--- src/hw/asd_pkg.sv ---
/*
  Constants for the angle sensor diagnostic and status register bank:
  register indexes, field positions, reset values and limits.
  Assumes a 100 MHz ref_clk and APB with 32-bit data; the byte address
  of a register is four times its index.
*/
package asd_pkg;
  // timing
  localparam int unsigned CLK_FREQ_MHZ   = 100;
  localparam int unsigned ZC_TIMEOUT_US  = 100;
  localparam int unsigned ZC_TIMEOUT_CYC = ZC_TIMEOUT_US * CLK_FREQ_MHZ;

  // register indexes
  localparam logic [7:0] IDX_CTRL  = 8'h1E;
  localparam logic [7:0] IDX_FAULT = 8'h24;
  localparam logic [7:0] IDX_ALERT = 8'h26;
  localparam logic [7:0] IDX_TEMP  = 8'h28;
  localparam logic [7:0] IDX_FIELD = 8'h2A;
  localparam logic [7:0] IDX_TURN  = 8'h2C;
  localparam logic [7:0] IDX_OFS   = 8'h2E;
  localparam logic [7:0] IDX_FILT  = 8'h30;
  localparam logic [7:0] IDX_FINE  = 8'h32;
  localparam logic [7:0] IDX_ZCA   = 8'h34;
  localparam logic [7:0] IDX_MASK  = 8'h40;
  localparam logic [7:0] IDX_CFG   = 8'h42;

  // fault_flags bits
  localparam int unsigned FB_UVA = 2;
  localparam int unsigned FB_UVD = 3;
  localparam int unsigned FB_OFE = 4;
  localparam int unsigned FB_EUE = 5;
  localparam int unsigned FB_ZIE = 6;
  localparam int unsigned FB_PLK = 7;
  localparam int unsigned FB_ABI = 8;
  localparam int unsigned FB_AVG = 9;
  localparam int unsigned FB_STF = 10;
  localparam int unsigned FB_WAR = 11;

  // alert_flags bits
  localparam int unsigned AB_TOV = 0;
  localparam int unsigned AB_MSH = 1;
  localparam int unsigned AB_BSY = 2;
  localparam int unsigned AB_TCW = 3;
  localparam int unsigned AB_SAT = 4;
  localparam int unsigned AB_ESE = 5;
  localparam int unsigned AB_TMP = 6;
  localparam int unsigned AB_XEE = 7;
  localparam int unsigned AB_SRW = 8;
  localparam int unsigned AB_CRC = 10;
  localparam int unsigned AB_IER = 11;

  // word fields
  localparam int unsigned WORD_PAR = 12;
  localparam int unsigned WORD_SUP = 13;
  localparam int unsigned WORD_SUM = 14;
  localparam int unsigned TURN_SRC = 13;
  localparam int unsigned OFS_LAT  = 14;
  localparam int unsigned CTRL_CLR_FAULT = 8;
  localparam int unsigned CTRL_CLR_ALERT = 9;
  localparam int unsigned MASK_ALERT_LSB = 16;
  localparam int unsigned CFG_RES180     = 12;
  localparam int unsigned CFG_LOWPWR     = 13;
  localparam int unsigned CFG_SLEW       = 14;
  localparam int unsigned CFG_RATE_LSB   = 16;

  // reset values
  localparam logic        TSRC_RST     = 1'b1;
  localparam logic        RES180_RST   = 1'b1;
  localparam logic [11:0] FIELD_HI_RST = 12'hFFF;

  // limits
  localparam logic signed [15:0] TEMP_MIN = -16'sd680;
  localparam logic signed [15:0] TEMP_MAX = 16'sd1240;
  localparam logic signed [11:0] ANG_135  = 12'sd1536;
  localparam logic signed [21:0] TURN_LIM = 22'sh100000;
  localparam logic [3:0]  SHIFT_45      = 4'h9;
  localparam logic [3:0]  SHIFT_180     = 4'hB;
  localparam logic [11:0] AVG_VEL_LIMIT = 12'h800;
  localparam logic [5:0]  SPI_FRAME_BITS = 6'h20;
endpackage

--- src/hw/asd_diag_regs.sv ---
/*
  Diagnostic and status register bank of a magnetic angle sensor:
  latched fault and alert flags, temperature and field readouts, turn
  counter with latched offset, parity-protected angle words, APB slave.
  Assumes every condition input comes from logic on ref_clk and that
  the APB master follows the usual setup/access sequence.
*/
// The APB register port was chosen for this implementation.
// What this block does
// - undervoltage faults at bits 2 and 3, set again while it persists
// - uncorrectable memory read sets fault 5, corrected one alert 5
// - missing zero crossing within the timeout sets fault 6
// - quadrature fault 8, oscillator 4, lock loss 7, self-test 10
// - output rate too high for the velocity sets fault 9
// - fault 11 shows any unmasked alert, forced low by its mask
// - turn counter beyond 256 rotations sets alert 0
// - field above the upper threshold alert 1, saturation alert 4
// - extended access started while one is busy sets alert 2
// - angle step beyond 135 degrees sets alert 3
// - temperature outside -60..180 C sets alert 6 and is clamped
// - failed extended write command sets alert 7
// - slew limiting enabled and applied sets alert 8
// - frame with bad CRC is discarded and sets alert 10
// - bad bit count, data bit 15 or line code error set alert 11
// - temperature is signed 12 bits, eighths of a degree from 25 C
// - turn count is signed 12 bits in 45 or 180 degree steps
// - source bit 1 takes tracking angle, 0 the zero-cross angle
// - turn offset is low 11 or 9 delta bits for 180 or 45 degrees
// - turn count read latches offset and its flag, offset read clears
// - parity bit 12 makes each protected word hold odd ones
// - angles are unsigned 12 bits, plus a 15-bit fine angle
// - low power mode always counts turns from the zero-cross angle
// - bit 13 of both angle words is live masked OR of both undervoltage conditions
// - bit 14 of the turn and both angle words shows any unmasked fault or alert
// - fault bits other than bit 11 stay set until software clears them
// - a clear only removes fault bits already read
`timescale 1ns/1ps
module asd_diag_regs
  import asd_pkg::*;
#(
  parameter int unsigned ZC_TIMEOUT = ZC_TIMEOUT_CYC
) (
  // clock, reset, enable
  input  wire logic        ref_clk,
  input  wire logic        arst_n,
  input  wire logic        clk_en,
  // apb slave
  input  wire logic [11:0] paddr,
  input  wire logic        psel,
  input  wire logic        penable,
  input  wire logic        pwrite,
  input  wire logic [31:0] pwdata,
  input  wire logic [3:0]  pstrb,
  output logic             pready,
  output logic [31:0]      prdata,
  output logic             pslverr,
  // fault conditions
  input  wire logic        uva_cond,
  input  wire logic        uvd_cond,
  input  wire logic        osc_wdog_trip,
  input  wire logic        nvm_rd_done,
  input  wire logic        nvm_multi_err,
  input  wire logic        nvm_single_err,
  input  wire logic        zero_cross_seen,
  input  wire logic        pll_unlock,
  input  wire logic        abi_quad_fail,
  input  wire logic        self_test_fail,
  input  wire logic [11:0] ang_velocity,
  // alert conditions
  input  wire logic        sat_event,
  input  wire logic        ext_access_start,
  input  wire logic        ext_busy,
  input  wire logic        ext_write_fail,
  input  wire logic        slew_limit_hit,
  // measurements
  input  wire logic [15:0] temp_raw,
  input  wire logic [11:0] field_gauss,
  input  wire logic        angle_update,
  input  wire logic [11:0] pll_angle,
  input  wire logic [11:0] zcd_angle,
  input  wire logic [14:0] fine_angle,
  // serial frame check
  input  wire logic        frame_done,
  input  wire logic        frame_crc_ok,
  input  wire logic [5:0]  frame_bit_cnt,
  input  wire logic        frame_data_b15,
  input  wire logic        manchester_err,
  output logic             frame_accept,
  output logic             frame_reject,
  // summary
  output logic             fault_summary_flag
);

  typedef struct packed {
    logic        pready;
    logic        pslverr;
    logic [31:0] prdata;
    logic [11:0] fault;
    logic [11:0] alert;
    logic [11:0] fault_rd;
    logic [11:0] alert_rd;
    logic [11:0] fmask;
    logic [11:0] amask;
    logic        res180;
    logic        lowpwr;
    logic        slew_en;
    logic [1:0]  rate;
    logic [11:0] field_hi;
    logic        tsrc;
    logic [21:0] turn_delta;
    logic [11:0] prev_ang;
    logic        prev_valid;
    logic [23:0] zc_cnt;
    logic        lat;
    logic [10:0] ofs_hold;
    logic [11:0] temp;
    logic        frame_accept;
    logic        frame_reject;
    logic        fsum;
  } asd_state_type;

  localparam logic [23:0] ZC_LAST = 24'(ZC_TIMEOUT - 1);

  asd_state_type     s_reg;
  asd_state_type     s_next;
  logic [11:0]       f_set;
  logic [11:0]       a_set;
  logic [11:0]       f_view;
  logic [11:0]       fclr;
  logic [11:0]       aclr;
  logic [7:0]        idx;
  logic              mapped;
  logic              rd_load;
  logic              acc_done;
  logic              war_live;
  logic              supply_low_realtime;
  logic              fsum_live;
  logic [11:0]       src_ang;
  logic signed [11:0] d_ang;
  logic signed [21:0] td_new;
  logic [3:0]        shamt;
  logic [11:0]       turn_cnt;
  logic [10:0]       off_now;
  logic [31:0]       rdata;
  logic [31:0]       wm;
  logic              good_frame;

  // odd parity over the 16-bit word, bit 12 taken as zero on entry
  function automatic logic [15:0] odd_par(input logic [15:0] w);
    logic [15:0] r;
    r = w;
    r[WORD_PAR] = ~(^w);
    return r;
  endfunction

  // byte-lane merge of write data over the old register value
  function automatic logic [31:0] wmerge(input logic [31:0] old,
                                         input logic [31:0] d,
                                         input logic [3:0]  strb);
    logic [31:0] r;
    r = old;
    for (int i = 0; i < 4; i++) begin
      if (strb[i]) begin
        r[8*i +: 8] = d[8*i +: 8];
      end
    end
    return r;
  endfunction

  always_comb begin
    s_next = s_reg;
    f_set  = '0;
    a_set  = '0;
    fclr   = '0;
    aclr   = '0;
    wm     = '0;
    idx    = paddr[9:2];
    rd_load  = psel & penable & ~s_reg.pready;
    acc_done = psel & penable & s_reg.pready;

    // live summaries
    war_live = (|(s_reg.alert & ~s_reg.amask)) & ~s_reg.fmask[FB_WAR];
    f_view = {war_live, s_reg.fault[10:0]};
    fsum_live = (|(f_view & ~s_reg.fmask)) |
                (|(s_reg.alert & ~s_reg.amask));
    supply_low_realtime = (uva_cond & ~s_reg.fmask[FB_UVA]) |
                          (uvd_cond & ~s_reg.fmask[FB_UVD]);

    // turn counter view
    shamt = s_reg.res180 ? SHIFT_180 : SHIFT_45;
    turn_cnt = 12'($signed(s_reg.turn_delta) >>> shamt);
    off_now = s_reg.res180 ? s_reg.turn_delta[10:0]
                           : {2'b00, s_reg.turn_delta[8:0]};

    // read mux, undefined bits zero
    mapped = (paddr[11:10] == 2'b00);
    case (idx)
      IDX_CTRL:  rdata = '0;
      IDX_FAULT: rdata = {20'h0, f_view};
      IDX_ALERT: rdata = {20'h0, s_reg.alert};
      IDX_TEMP:  rdata = {20'h0, s_reg.temp};
      IDX_FIELD: rdata = {20'h0, field_gauss};
      IDX_TURN:  rdata = {16'h0, odd_par({1'b0, fsum_live, s_reg.tsrc,
                                          1'b0, turn_cnt})};
      IDX_OFS:   rdata = {16'h0, odd_par({1'b0, s_reg.lat, 3'b000,
                          s_reg.lat ? s_reg.ofs_hold : off_now})};
      IDX_FILT:  rdata = {16'h0, odd_par({1'b0, fsum_live,
                                          supply_low_realtime,
                                          1'b0, pll_angle})};
      IDX_FINE:  rdata = {17'h0, fine_angle};
      IDX_ZCA:   rdata = {16'h0, odd_par({1'b0, fsum_live,
                                          supply_low_realtime,
                                          1'b0, zcd_angle})};
      IDX_MASK:  rdata = {4'h0, s_reg.amask, 4'h0, s_reg.fmask};
      IDX_CFG:   rdata = {14'h0, s_reg.rate, 1'b0, s_reg.slew_en,
                          s_reg.lowpwr, s_reg.res180, s_reg.field_hi};
      default: begin
        rdata  = '0;
        mapped = 1'b0;
      end
    endcase

    // apb answer one cycle into the access phase
    s_next.pready  = rd_load;
    s_next.pslverr = rd_load & ~mapped;
    s_next.prdata  = '0;
    if (rd_load) begin
      s_next.prdata  = (pwrite || !mapped) ? 32'h0 : rdata;
      if (!pwrite && mapped) begin
        if (idx == IDX_FAULT) begin
          s_next.fault_rd = s_reg.fault_rd | f_view;
        end
        if (idx == IDX_ALERT) begin
          s_next.alert_rd = s_reg.alert_rd | s_reg.alert;
        end
        if (idx == IDX_TURN) begin
          s_next.lat  = 1'b1;
          s_next.ofs_hold = off_now;
        end
        if (idx == IDX_OFS) begin
          s_next.lat = 1'b0;
        end
      end
    end

    // writes take effect at the completing edge
    if (acc_done && pwrite && mapped) begin
      case (idx)
        IDX_CTRL: begin
          wm = wmerge(32'h0, pwdata, pstrb);
          if (wm[CTRL_CLR_FAULT]) begin
            fclr = s_reg.fault_rd;
          end
          if (wm[CTRL_CLR_ALERT]) begin
            aclr = s_reg.alert_rd;
          end
        end
        IDX_MASK: begin
          wm = wmerge(rdata, pwdata, pstrb);
          s_next.fmask = wm[11:0];
          s_next.amask = wm[MASK_ALERT_LSB +: 12];
        end
        IDX_CFG: begin
          wm = wmerge(rdata, pwdata, pstrb);
          s_next.field_hi = wm[11:0];
          s_next.res180   = wm[CFG_RES180];
          s_next.lowpwr   = wm[CFG_LOWPWR];
          s_next.slew_en  = wm[CFG_SLEW];
          s_next.rate     = wm[CFG_RATE_LSB +: 2];
        end
        IDX_TURN: begin
          wm = wmerge(rdata, pwdata, pstrb);
          s_next.tsrc = wm[TURN_SRC];
        end
        default: begin
          wm = '0;
        end
      endcase
    end

    // fault events
    f_set[FB_UVA] = uva_cond;
    f_set[FB_UVD] = uvd_cond;
    f_set[FB_OFE] = osc_wdog_trip;
    f_set[FB_EUE] = nvm_rd_done & nvm_multi_err;
    f_set[FB_PLK] = pll_unlock;
    f_set[FB_ABI] = abi_quad_fail;
    f_set[FB_AVG] = ang_velocity > (AVG_VEL_LIMIT >> s_reg.rate);
    f_set[FB_STF] = self_test_fail;

    // zero crossing watchdog
    if (zero_cross_seen) begin
      s_next.zc_cnt = '0;
    end else if (s_reg.zc_cnt == ZC_LAST) begin
      s_next.zc_cnt = '0;
      f_set[FB_ZIE] = 1'b1;
    end else begin
      s_next.zc_cnt = 24'(s_reg.zc_cnt + 24'h1);
    end

    // alert events
    a_set[AB_MSH] = field_gauss > s_reg.field_hi;
    a_set[AB_SAT] = sat_event;
    a_set[AB_BSY] = ext_access_start & ext_busy;
    a_set[AB_ESE] = nvm_rd_done & nvm_single_err & ~nvm_multi_err;
    a_set[AB_XEE] = ext_write_fail;
    a_set[AB_SRW] = s_reg.slew_en & slew_limit_hit;

    // serial frame screening
    good_frame = frame_crc_ok & ~frame_data_b15 &
                 (frame_bit_cnt == SPI_FRAME_BITS);
    a_set[AB_CRC] = frame_done & ~frame_crc_ok;
    a_set[AB_IER] = (frame_done & ((frame_bit_cnt != SPI_FRAME_BITS) |
                    frame_data_b15)) | manchester_err;
    s_next.frame_accept = frame_done & good_frame;
    s_next.frame_reject = frame_done & ~good_frame;

    // temperature clamp
    if ($signed(temp_raw) < TEMP_MIN) begin
      s_next.temp = TEMP_MIN[11:0];
      a_set[AB_TMP] = 1'b1;
    end else if ($signed(temp_raw) > TEMP_MAX) begin
      s_next.temp = TEMP_MAX[11:0];
      a_set[AB_TMP] = 1'b1;
    end else begin
      s_next.temp = temp_raw[11:0];
    end

    // turn counter
    src_ang = (s_reg.lowpwr || !s_reg.tsrc) ? zcd_angle
                                            : pll_angle;
    d_ang = $signed(src_ang - s_reg.prev_ang);
    td_new = 22'($signed(s_reg.turn_delta) + d_ang);
    if (angle_update) begin
      s_next.prev_ang   = src_ang;
      s_next.prev_valid = 1'b1;
      if (s_reg.prev_valid) begin
        if (d_ang > ANG_135 || d_ang < -ANG_135) begin
          a_set[AB_TCW] = 1'b1;
        end
        if (td_new > TURN_LIM || td_new < -TURN_LIM) begin
          a_set[AB_TOV] = 1'b1;
        end else begin
          s_next.turn_delta = td_new;
        end
      end
    end

    // sticky flags, set wins over clear
    s_next.fault = ((s_reg.fault & ~fclr) | f_set) &
                   ~(12'h1 << FB_WAR);
    s_next.alert = (s_reg.alert & ~aclr) | a_set;
    if (!(rd_load && !pwrite && mapped && idx == IDX_FAULT)) begin
      s_next.fault_rd = s_reg.fault_rd & ~fclr;
    end
    if (!(rd_load && !pwrite && mapped && idx == IDX_ALERT)) begin
      s_next.alert_rd = s_reg.alert_rd & ~aclr;
    end
    s_next.fsum = fsum_live;
  end

  always_ff @(posedge ref_clk or negedge arst_n) begin
    if (!arst_n) begin
      s_reg          <= '0;
      s_reg.tsrc     <= TSRC_RST;
      s_reg.res180   <= RES180_RST;
      s_reg.field_hi <= FIELD_HI_RST;
    end else if (clk_en) begin
      s_reg <= s_next;
    end
  end

  assign pready             = s_reg.pready;
  assign prdata             = s_reg.prdata;
  assign pslverr            = s_reg.pslverr;
  assign frame_accept       = s_reg.frame_accept;
  assign frame_reject       = s_reg.frame_reject;
  assign fault_summary_flag = s_reg.fsum;

endmodule

--- config.mk ---
export PLATFORM = sky130hd
export DESIGN_NAME = asd_diag_regs
export DESIGN_NICKNAME = d
export VERILOG_FILES = /design/src/hw/asd_pkg.sv /design/src/hw/asd_diag_regs.sv
export SDC_FILE = /design/constraint.sdc
export NUM_CORES = 1
export LEC_CHECK = 0
export BUFFER_PORTS_ARGS = -buffer_cell sky130_fd_sc_hd__buf_2
export CORE_MARGIN = 2
export CORE_UTILIZATION = 42
export CTS_CLUSTER_SIZE = 20
export DETAILED_ROUTE_END_ITERATION = 7
export GPL_ROUTABILITY_DRIVEN = 0
export PLACE_DENSITY = 0.63
export SETUP_SLACK_MARGIN = 0.02
export SLEW_MARGIN = 20
export SYNTH_ARGS = -nofsm -noshare
export SYNTH_HDL_FRONTEND = slang
export SYNTH_SLANG_ARGS = --single-unit
--- constraint.sdc ---
create_clock -name ref_clk -period 7.4 [get_ports ref_clk]
set_clock_uncertainty 0.1 [all_clocks]
set_input_delay 1.48 -clock ref_clk [delete_from_list [all_inputs] [get_ports ref_clk]]
set_output_delay 1.48 -clock ref_clk [all_outputs]
set_load 0.005 [all_outputs]
==> qor.yml, run 1 <==
antenna_found_initial: 0
synth_top_family_by_area: "compound AO/OA/AOI/OAI gates"
cts_tree: "built"
timing.fmax_mhz: 146.0
post-place-ws_ns: 0.1620
tns_ns: 0
hold_violations: 0
synthesis.area_um2: 13570
cp_slowest_cell: "o31ai_2"
synth-seq-area-share: 0.3757
grt_pass1_wl_um: 67300
fin_cells: 2034
fin_util: 0.4871
cts_resized: 0
antenna_left: 0
synth_cell_type_count: 89
crit_family: "compound AO/OA/AOI/OAI gates"
clock_latency_ns: 0.55
diodes: 0
nets: 1824
num_vias: 12310
final_max_slew_viol_count: 0
drc: 0
status: "finished clean"
cts_setup_buffers: 0
cp.arrival_ns: 7.10
start_kind: "flop"
drt_iter0_drc: 1205
grt_pass1_vias: 11680
dp.cells: 1988
synth-simple-area-share: 0.1709
num_rows: 65
initial_utilization: 0.4278
die_w_um: 183.7
grt_usage: 0.2562
drt-pass1-iter-count: 8
cts-buffers-inserted: 25
multi_input_area_um2: 7660
p_leak_nw: 6.915
syn_avg_cell_area_um2: 9.143
grt-ovfl-total: 0
cts_buffer_depth: 3
finalCritPeriodShare: 0.9257
synth_compound_area_frac: 0.2202
rsz0062_at_grt: "no"
hpwl_um: 33050
cap_violations: 0
critPathMaxFanout: 13
cts-root-buf: "clkbuf_16"
cp_slowest_stage_delay_ns: 0.95
ys_ff_latch: 203
wl_um: 43850
setup_viol: 0
worstSetupEndpointType: "flop"
syn_inst: 1484
io_buffers: 183
syn_to_final_growth_pct: 13.87
vias_per_cell: 6.050
crit_chain: "nand2b_1 -> mux2i_1 -> ha_1 -> fa_1 -> nor2b_1 -> o21ai_0 -> a21boi_0 -> o21ai_0 -> a21oi_1 -> or3_1 -> nand3_1 -> ha_1 -> a211o_1 -> a21oi_1 -> a2bb2oi_1 -> nand3_1 -> mux2i_1 -> or3_1 -> and2_1 -> o31ai_2 -> a222oi_1"
ir_worst_vdd_mv: 0.2967
max_slew_margin: 0.2468
die_area_um2: 33760
synth_flop_cell: "dfrtp_1"
async_flop_share: 1.000
path_class: "reg2reg"
critPathBufInv: 0
clkSlewWorstSetupHoldPaths_ns: 0.06
cts_sinks: 203
seq_area_um2: 5097
cts_hold_buffers: 0
power.density_nw_per_um2: 324.9
wire_per_inst_um: 21.56
die_y_um: 183.7
largest_register_ffs: 160
core_um2: 31720
fillers: 3020
drive_gt1_frac: 0.2077
synth-adder-area-share: 0.04906
hold_class: "reg2reg"
critical_path_required_ns: 7.65
ys_warn_count: 0
synthMuxAreaShare: 0.06842
layout_setup_ws_ns: 0.5499
io-pin-count: 196
period_minus_slack_ns: 6.850
htreeDepth: 1
synth_edf_count: 0
placed_area_um2: 14630
postLayoutCellArea_um2: 15450
synth-xor-area-share: 0.05422
worst_slew_pin_slew_ns: 1.123
grt_max_degree: 108
==> placed cells by master (no fill, tap or decap), types with 12 or more instances in the layout <==
master	Yosys	routed
a22o_1	44	44
nand2_1	154	154
o2bb2ai_1	24	24
nand4_1	28	28
xnor2_1	56	56
ha_1	50	50
clkbuf_16	0	25
and3_1	20	20
buf_4	35	21
mux2i_1	32	32
a221oi_1	15	15
xor2_1	28	28
a21o_1	12	12
mux2_2	50	50
or3_1	15	15
inv_1	70	70
dfstp_2	14	14
a21oi_1	68	68
nor2b_1	23	23
buf_2	10	182
a222oi_1	12	12
nor2_1	109	109
dfrtp_1	189	189
nand3_1	28	28
o21a_1	13	13
a22oi_1	18	18
o21ai_0	92	92
nand2b_1	13	13
nor3_1	24	23
==> synthesized netlist by cell type (all sizes together), types with 24 or more instances <==
library cell / n / area (um2)
dfrtp: 189 / 4730
nand2: 155 / 584.3
nor2: 110 / 415.4
o21ai: 93 / 465.4
inv: 70 / 262.8
a21oi: 68 / 340.3
xnor2: 56 / 490.5
buf: 55 / 372.9
mux2: 53 / 608.1
clkbuf: 52 / 195.2
ha: 50 / 625.6
a22o: 44 / 385.4
mux2i: 32 / 320.3
nand3: 28 / 140.1
nand4: 28 / 175.2
xor2: 28 / 245.2
nor3: 27 / 156.4
o2bb2ai: 24 / 210.2
==> area by class of cell <==
| type | instances | area share |
|---|---|---|
| sequential | 203 | 0.3299 |
| clock inverter | 10 | 0.006317 |
| tap | 402 | 0.03256 |
| timing repair buffer | 205 | 0.07135 |
| clock buffer | 36 | 0.04705 |
| inverter | 70 | 0.01701 |
| multi-input combinational | 1108 | 0.4958 |
==> metrics by stage <==
stage          total power (W)  hold WS [ns]
2_1_floorplan         0.003109        0.3161
4_1_cts               0.005004        0.3404
6_report              0.005019        0.3470
3_3_place_gp          0.003717        0.3374
5_1_grt               0.005333        0.3719
3_5_place_dp          0.003767        0.3275
==> path summary, 6_finish.rpt <==
path	slack, ns	endpoint	cells after the start	start
worst max-delay path	0.55	s_reg[81]	21	s_reg[86]
worst min-delay path	0.35	f_view[1]	1	s_reg[141]
worst max register to register	0.55	s_reg[81]	21	s_reg[86]
worst min register to register	0.35	f_view[1]	1	s_reg[141]
max in group asynchronous	4.74	prdata[13]	2	arst_n
min in group asynchronous	0.96	s_reg[45]	1	arst_n
==> report_power, final <==
group / switching, W / internal, W / total (W) / leakage [nW]
Clock: 0.000500 / 0.000722 / 0.00122 / 0.413
Combinational: 0.00142 / 0.00102 / 0.00244 / 3.96
Sequential: 0.000164 / 0.00120 / 0.00136 / 2.54
Total: 0.00208 / 0.00293 / 0.00502 / 6.91
==> layer usage <==
layer  vias up  part of all wire  global-route usage
li1       5686                 -                   -
met1      5997              0.42              0.3445
met2       505              0.46              0.4062
met3       117             0.072             0.04061
met4         0             0.049              0.1174
met5         -                 0                   0
==> kinds of logic after synthesis <==
logic type,Yosys count
adders and majority gates,52
other,1
muxes,85
and+or+nand+nor,468
buffers and inverters,177
xor gates and xnor gates,84
AOI/OAI and AO/OA,414
DFF,203
No activity file was read; power rests on OpenSTA's default activity.
==> run 2, diff against run 1 <==
==> constraint.sdc (replaced) <==
create_clock -name ref_clk -period 7.4 [get_ports ref_clk]
set_clock_uncertainty 0.1 [all_clocks]
set_input_delay 0 -clock ref_clk [delete_from_list [all_inputs] [get_ports ref_clk]]
set_output_delay 0 -clock ref_clk [all_outputs]
set_load 0.005 [all_outputs]
==> qor.yml, run 2 (synthesized netlist as in run 1, its figures left out) <==
initial_utilization: 0.4278  # unchanged
syn_to_final_growth_pct: 26.25  # was 13.87%
grt_pass1_vias: 12900  # was 11680
clock_latency_ns: 0.55  # about the same
critPathMaxFanout: 17  # was 13
crit_chain: "nand2b_1 -> mux2i_1 -> ha_1 -> fa_1 -> nor2b_1 -> o21ai_0 -> a21boi_0 -> o21ai_0 -> a21oi_1 -> or3_1 -> nand3_1 -> ha_1 -> a211o_1 -> a21oi_1 -> a2bb2oi_1 -> nand3_1 -> mux2i_1 -> or3_1 -> nand2_1 -> nand2_1 -> a221o_1"  # was nand2b_1 -> mux2i_1 -> ha_1 -> fa_1 -> nor2b_1 -> o21ai_0 -> a21boi_0 -> o21ai_0 -> a21oi_1 -> or3_1 -> nand3_1 -> ha_1 -> a211o_1 -> a21oi_1 -> a2bb2oi_1 -> nand3_1 -> mux2i_1 -> or3_1 -> and2_1 -> o31ai_2 -> a222oi_1
grt-ovfl-total: 0  # unchanged
worst_slew_pin_slew_ns: 1.128  # was 1.123 ns
die_y_um: 183.7  # unchanged
vias_per_cell: 6.000  # was 6.050
cts-buffers-inserted: 25  # unchanged
power.density_nw_per_um2: 305.7  # was 324.9 nW/um2
antenna_left: 0  # unchanged
grt_usage: 0.2753  # was 0.2562
worstSetupEndpointType: "flop"  # unchanged
die_area_um2: 33760  # unchanged
drive_gt1_frac: 0.1918  # was 0.2077
hold_class: "in2reg"  # was reg2reg
wire_per_inst_um: 21.35  # was 21.56 um
p_leak_nw: 7.646  # was 6.915 nW
r2r-end: "s_reg[69]"  # was s_reg[81]
drt_iter0_drc: 1461  # was 1205
cts-root-buf: "clkbuf_16"  # unchanged
cp_slowest_cell: "or3_1"  # was o31ai_2
grt_max_degree: 80  # was 108
critical_path_required_ns: 7.71  # was 7.65 ns
antenna_found_initial: 0  # unchanged
core_um2: 31720  # unchanged
diodes: 0  # unchanged
cts_setup_buffers: 0  # unchanged
cts_resized: 0  # unchanged
nets: 1975  # was 1824
grt_pass1_wl_um: 72420  # was 67300 um
drc: 0  # unchanged
status: "finished clean"  # unchanged
io-pin-count: 196  # unchanged
drt-pass1-iter-count: 6  # was 8
wl_um: 46660  # was 43850 um
final_max_slew_viol_count: 0  # unchanged
num_rows: 65  # unchanged
die_w_um: 183.7  # unchanged
path_class: "reg2reg"  # unchanged
largest_register_ffs: 160  # unchanged
hold_end: "s_reg[117]"  # was f_view[1]
rrSetupSlack_ns: 0.57  # was 0.55 ns
cp_slowest_stage_delay_ns: 0.60  # was 0.95 ns
num_vias: 13110  # was 12310
cp.arrival_ns: 7.13  # was 7.10 ns
timing.fmax_mhz: 146.5  # was 146.0 MHz
start_kind: "flop"  # unchanged
cts_sinks: 203  # unchanged
r2r_cells: 21  # unchanged
whs_path_depth: 7  # was 1
period_minus_slack_ns: 6.826  # was 6.850 ns
min_from: "fine_angle[1]"  # was s_reg[141]
layout_commonest_cell: "dfrtp_1"  # unchanged
cts_tree: "built"  # unchanged
cts_buffer_depth: 3  # unchanged
clkSlewWorstSetupHoldPaths_ns: 0.07  # was 0.06 ns
io_buffers: 183  # unchanged
max_slew_margin: 0.2460  # was 0.2468
layout_common_cells: "dfrtp_1 (189), buf_2 (182), nand2_1 (154)"  # unchanged
hpwl_um: 33300  # was 33050 um
timing.rr.start: "s_reg[86]"  # unchanged
ir_worst_vdd_mv: 0.2573  # was 0.2967 mV
setup_viol: 0  # unchanged
finalCritPeriodShare: 0.9224  # was 0.9257
cap_violations: 0  # unchanged
whs_ns: 0.02871  # was 0.3470 ns
tns_ns: 0  # unchanged
rsz0062_at_grt: "no"  # unchanged
htreeDepth: 1  # unchanged
hold_violations: 0  # unchanged
[run 2: timing repair]
| item | CTS | global route |
|---|---|---|
| endpoints found under the setup margin | 0 | 0 |
| endpoints found under the hold margin | 191 | 0 |
| hold buffers | 154 | 0 |
[run 2: per-stage QoR]
step	power, W	instances	area, um2	setup WS, ns	util
final	0.005237	2185	17130	0.5744	0.5401
after global routing	0.005568	2185	17130	0.1235	0.5401
after CTS	0.005208	2184	17100	0.6707	0.5392
after detailed placement	0.003727	1984	14580	0.7041	0.4598
after global placement	0.003672	1984	14580	0.8073	0.4598
after floorplan	0.003109	1488	13580	1.356	-
[run 2: cell type report]
| type | count | area [um2] |
|---|---|---|
| inverter | 70 | 262.8 |
| sequential | 203 | 5097 |
| fill | 2845 | 14590 |
| tap | 402 | 503.0 |
| clock inverter | 18 | 294.0 |
| clock buffer | 28 | 666.9 |
| multi-input combinational | 1108 | 7660 |
| timing repair buffer | 356 | 2646 |
[run 2: critical path, delay by kind of cell (launching register included)]
kind | cells | cell delay [ns]
and+or+nand+nor | 8 | 2.32
AOI/OAI and AO/OA | 8 | 2.16
adders and majority gates | 3 | 1.10
DFF | 1 | 0.59
muxes | 2 | 0.42
[run 2: metal layers]
layer  GRT usage  wire (um)  vias up  share of wire
li1            -          -     5991              -
met1      0.3652      19300     6363           0.41
met2      0.4435      21500      607           0.46
met3     0.03724       3256      150          0.070
met4      0.1347       2597        0          0.056
met5           0          0        -              0
[run 2: how the worst max path moves through the flow]
stage                           from   endpoint  cells past startpoint
final                      s_reg[86]  s_reg[69]                     21
after global routing       s_reg[86]  s_reg[69]                     21
after CTS                  s_reg[86]  s_reg[69]                     21
after detailed placement   s_reg[86]  s_reg[69]                     21
after global placement     s_reg[86]  s_reg[66]                     21
after floorplan           s_reg[102]  s_reg[81]                     25
[run 2: power by group]
| part | internal (W) | switching (W) | total, W |
|---|---|---|---|
| logic | 0.00101 | 0.00144 | 0.00245 |
| clock network | 0.000900 | 0.000521 | 0.00142 |
| registers | 0.00120 | 0.000173 | 0.00137 |
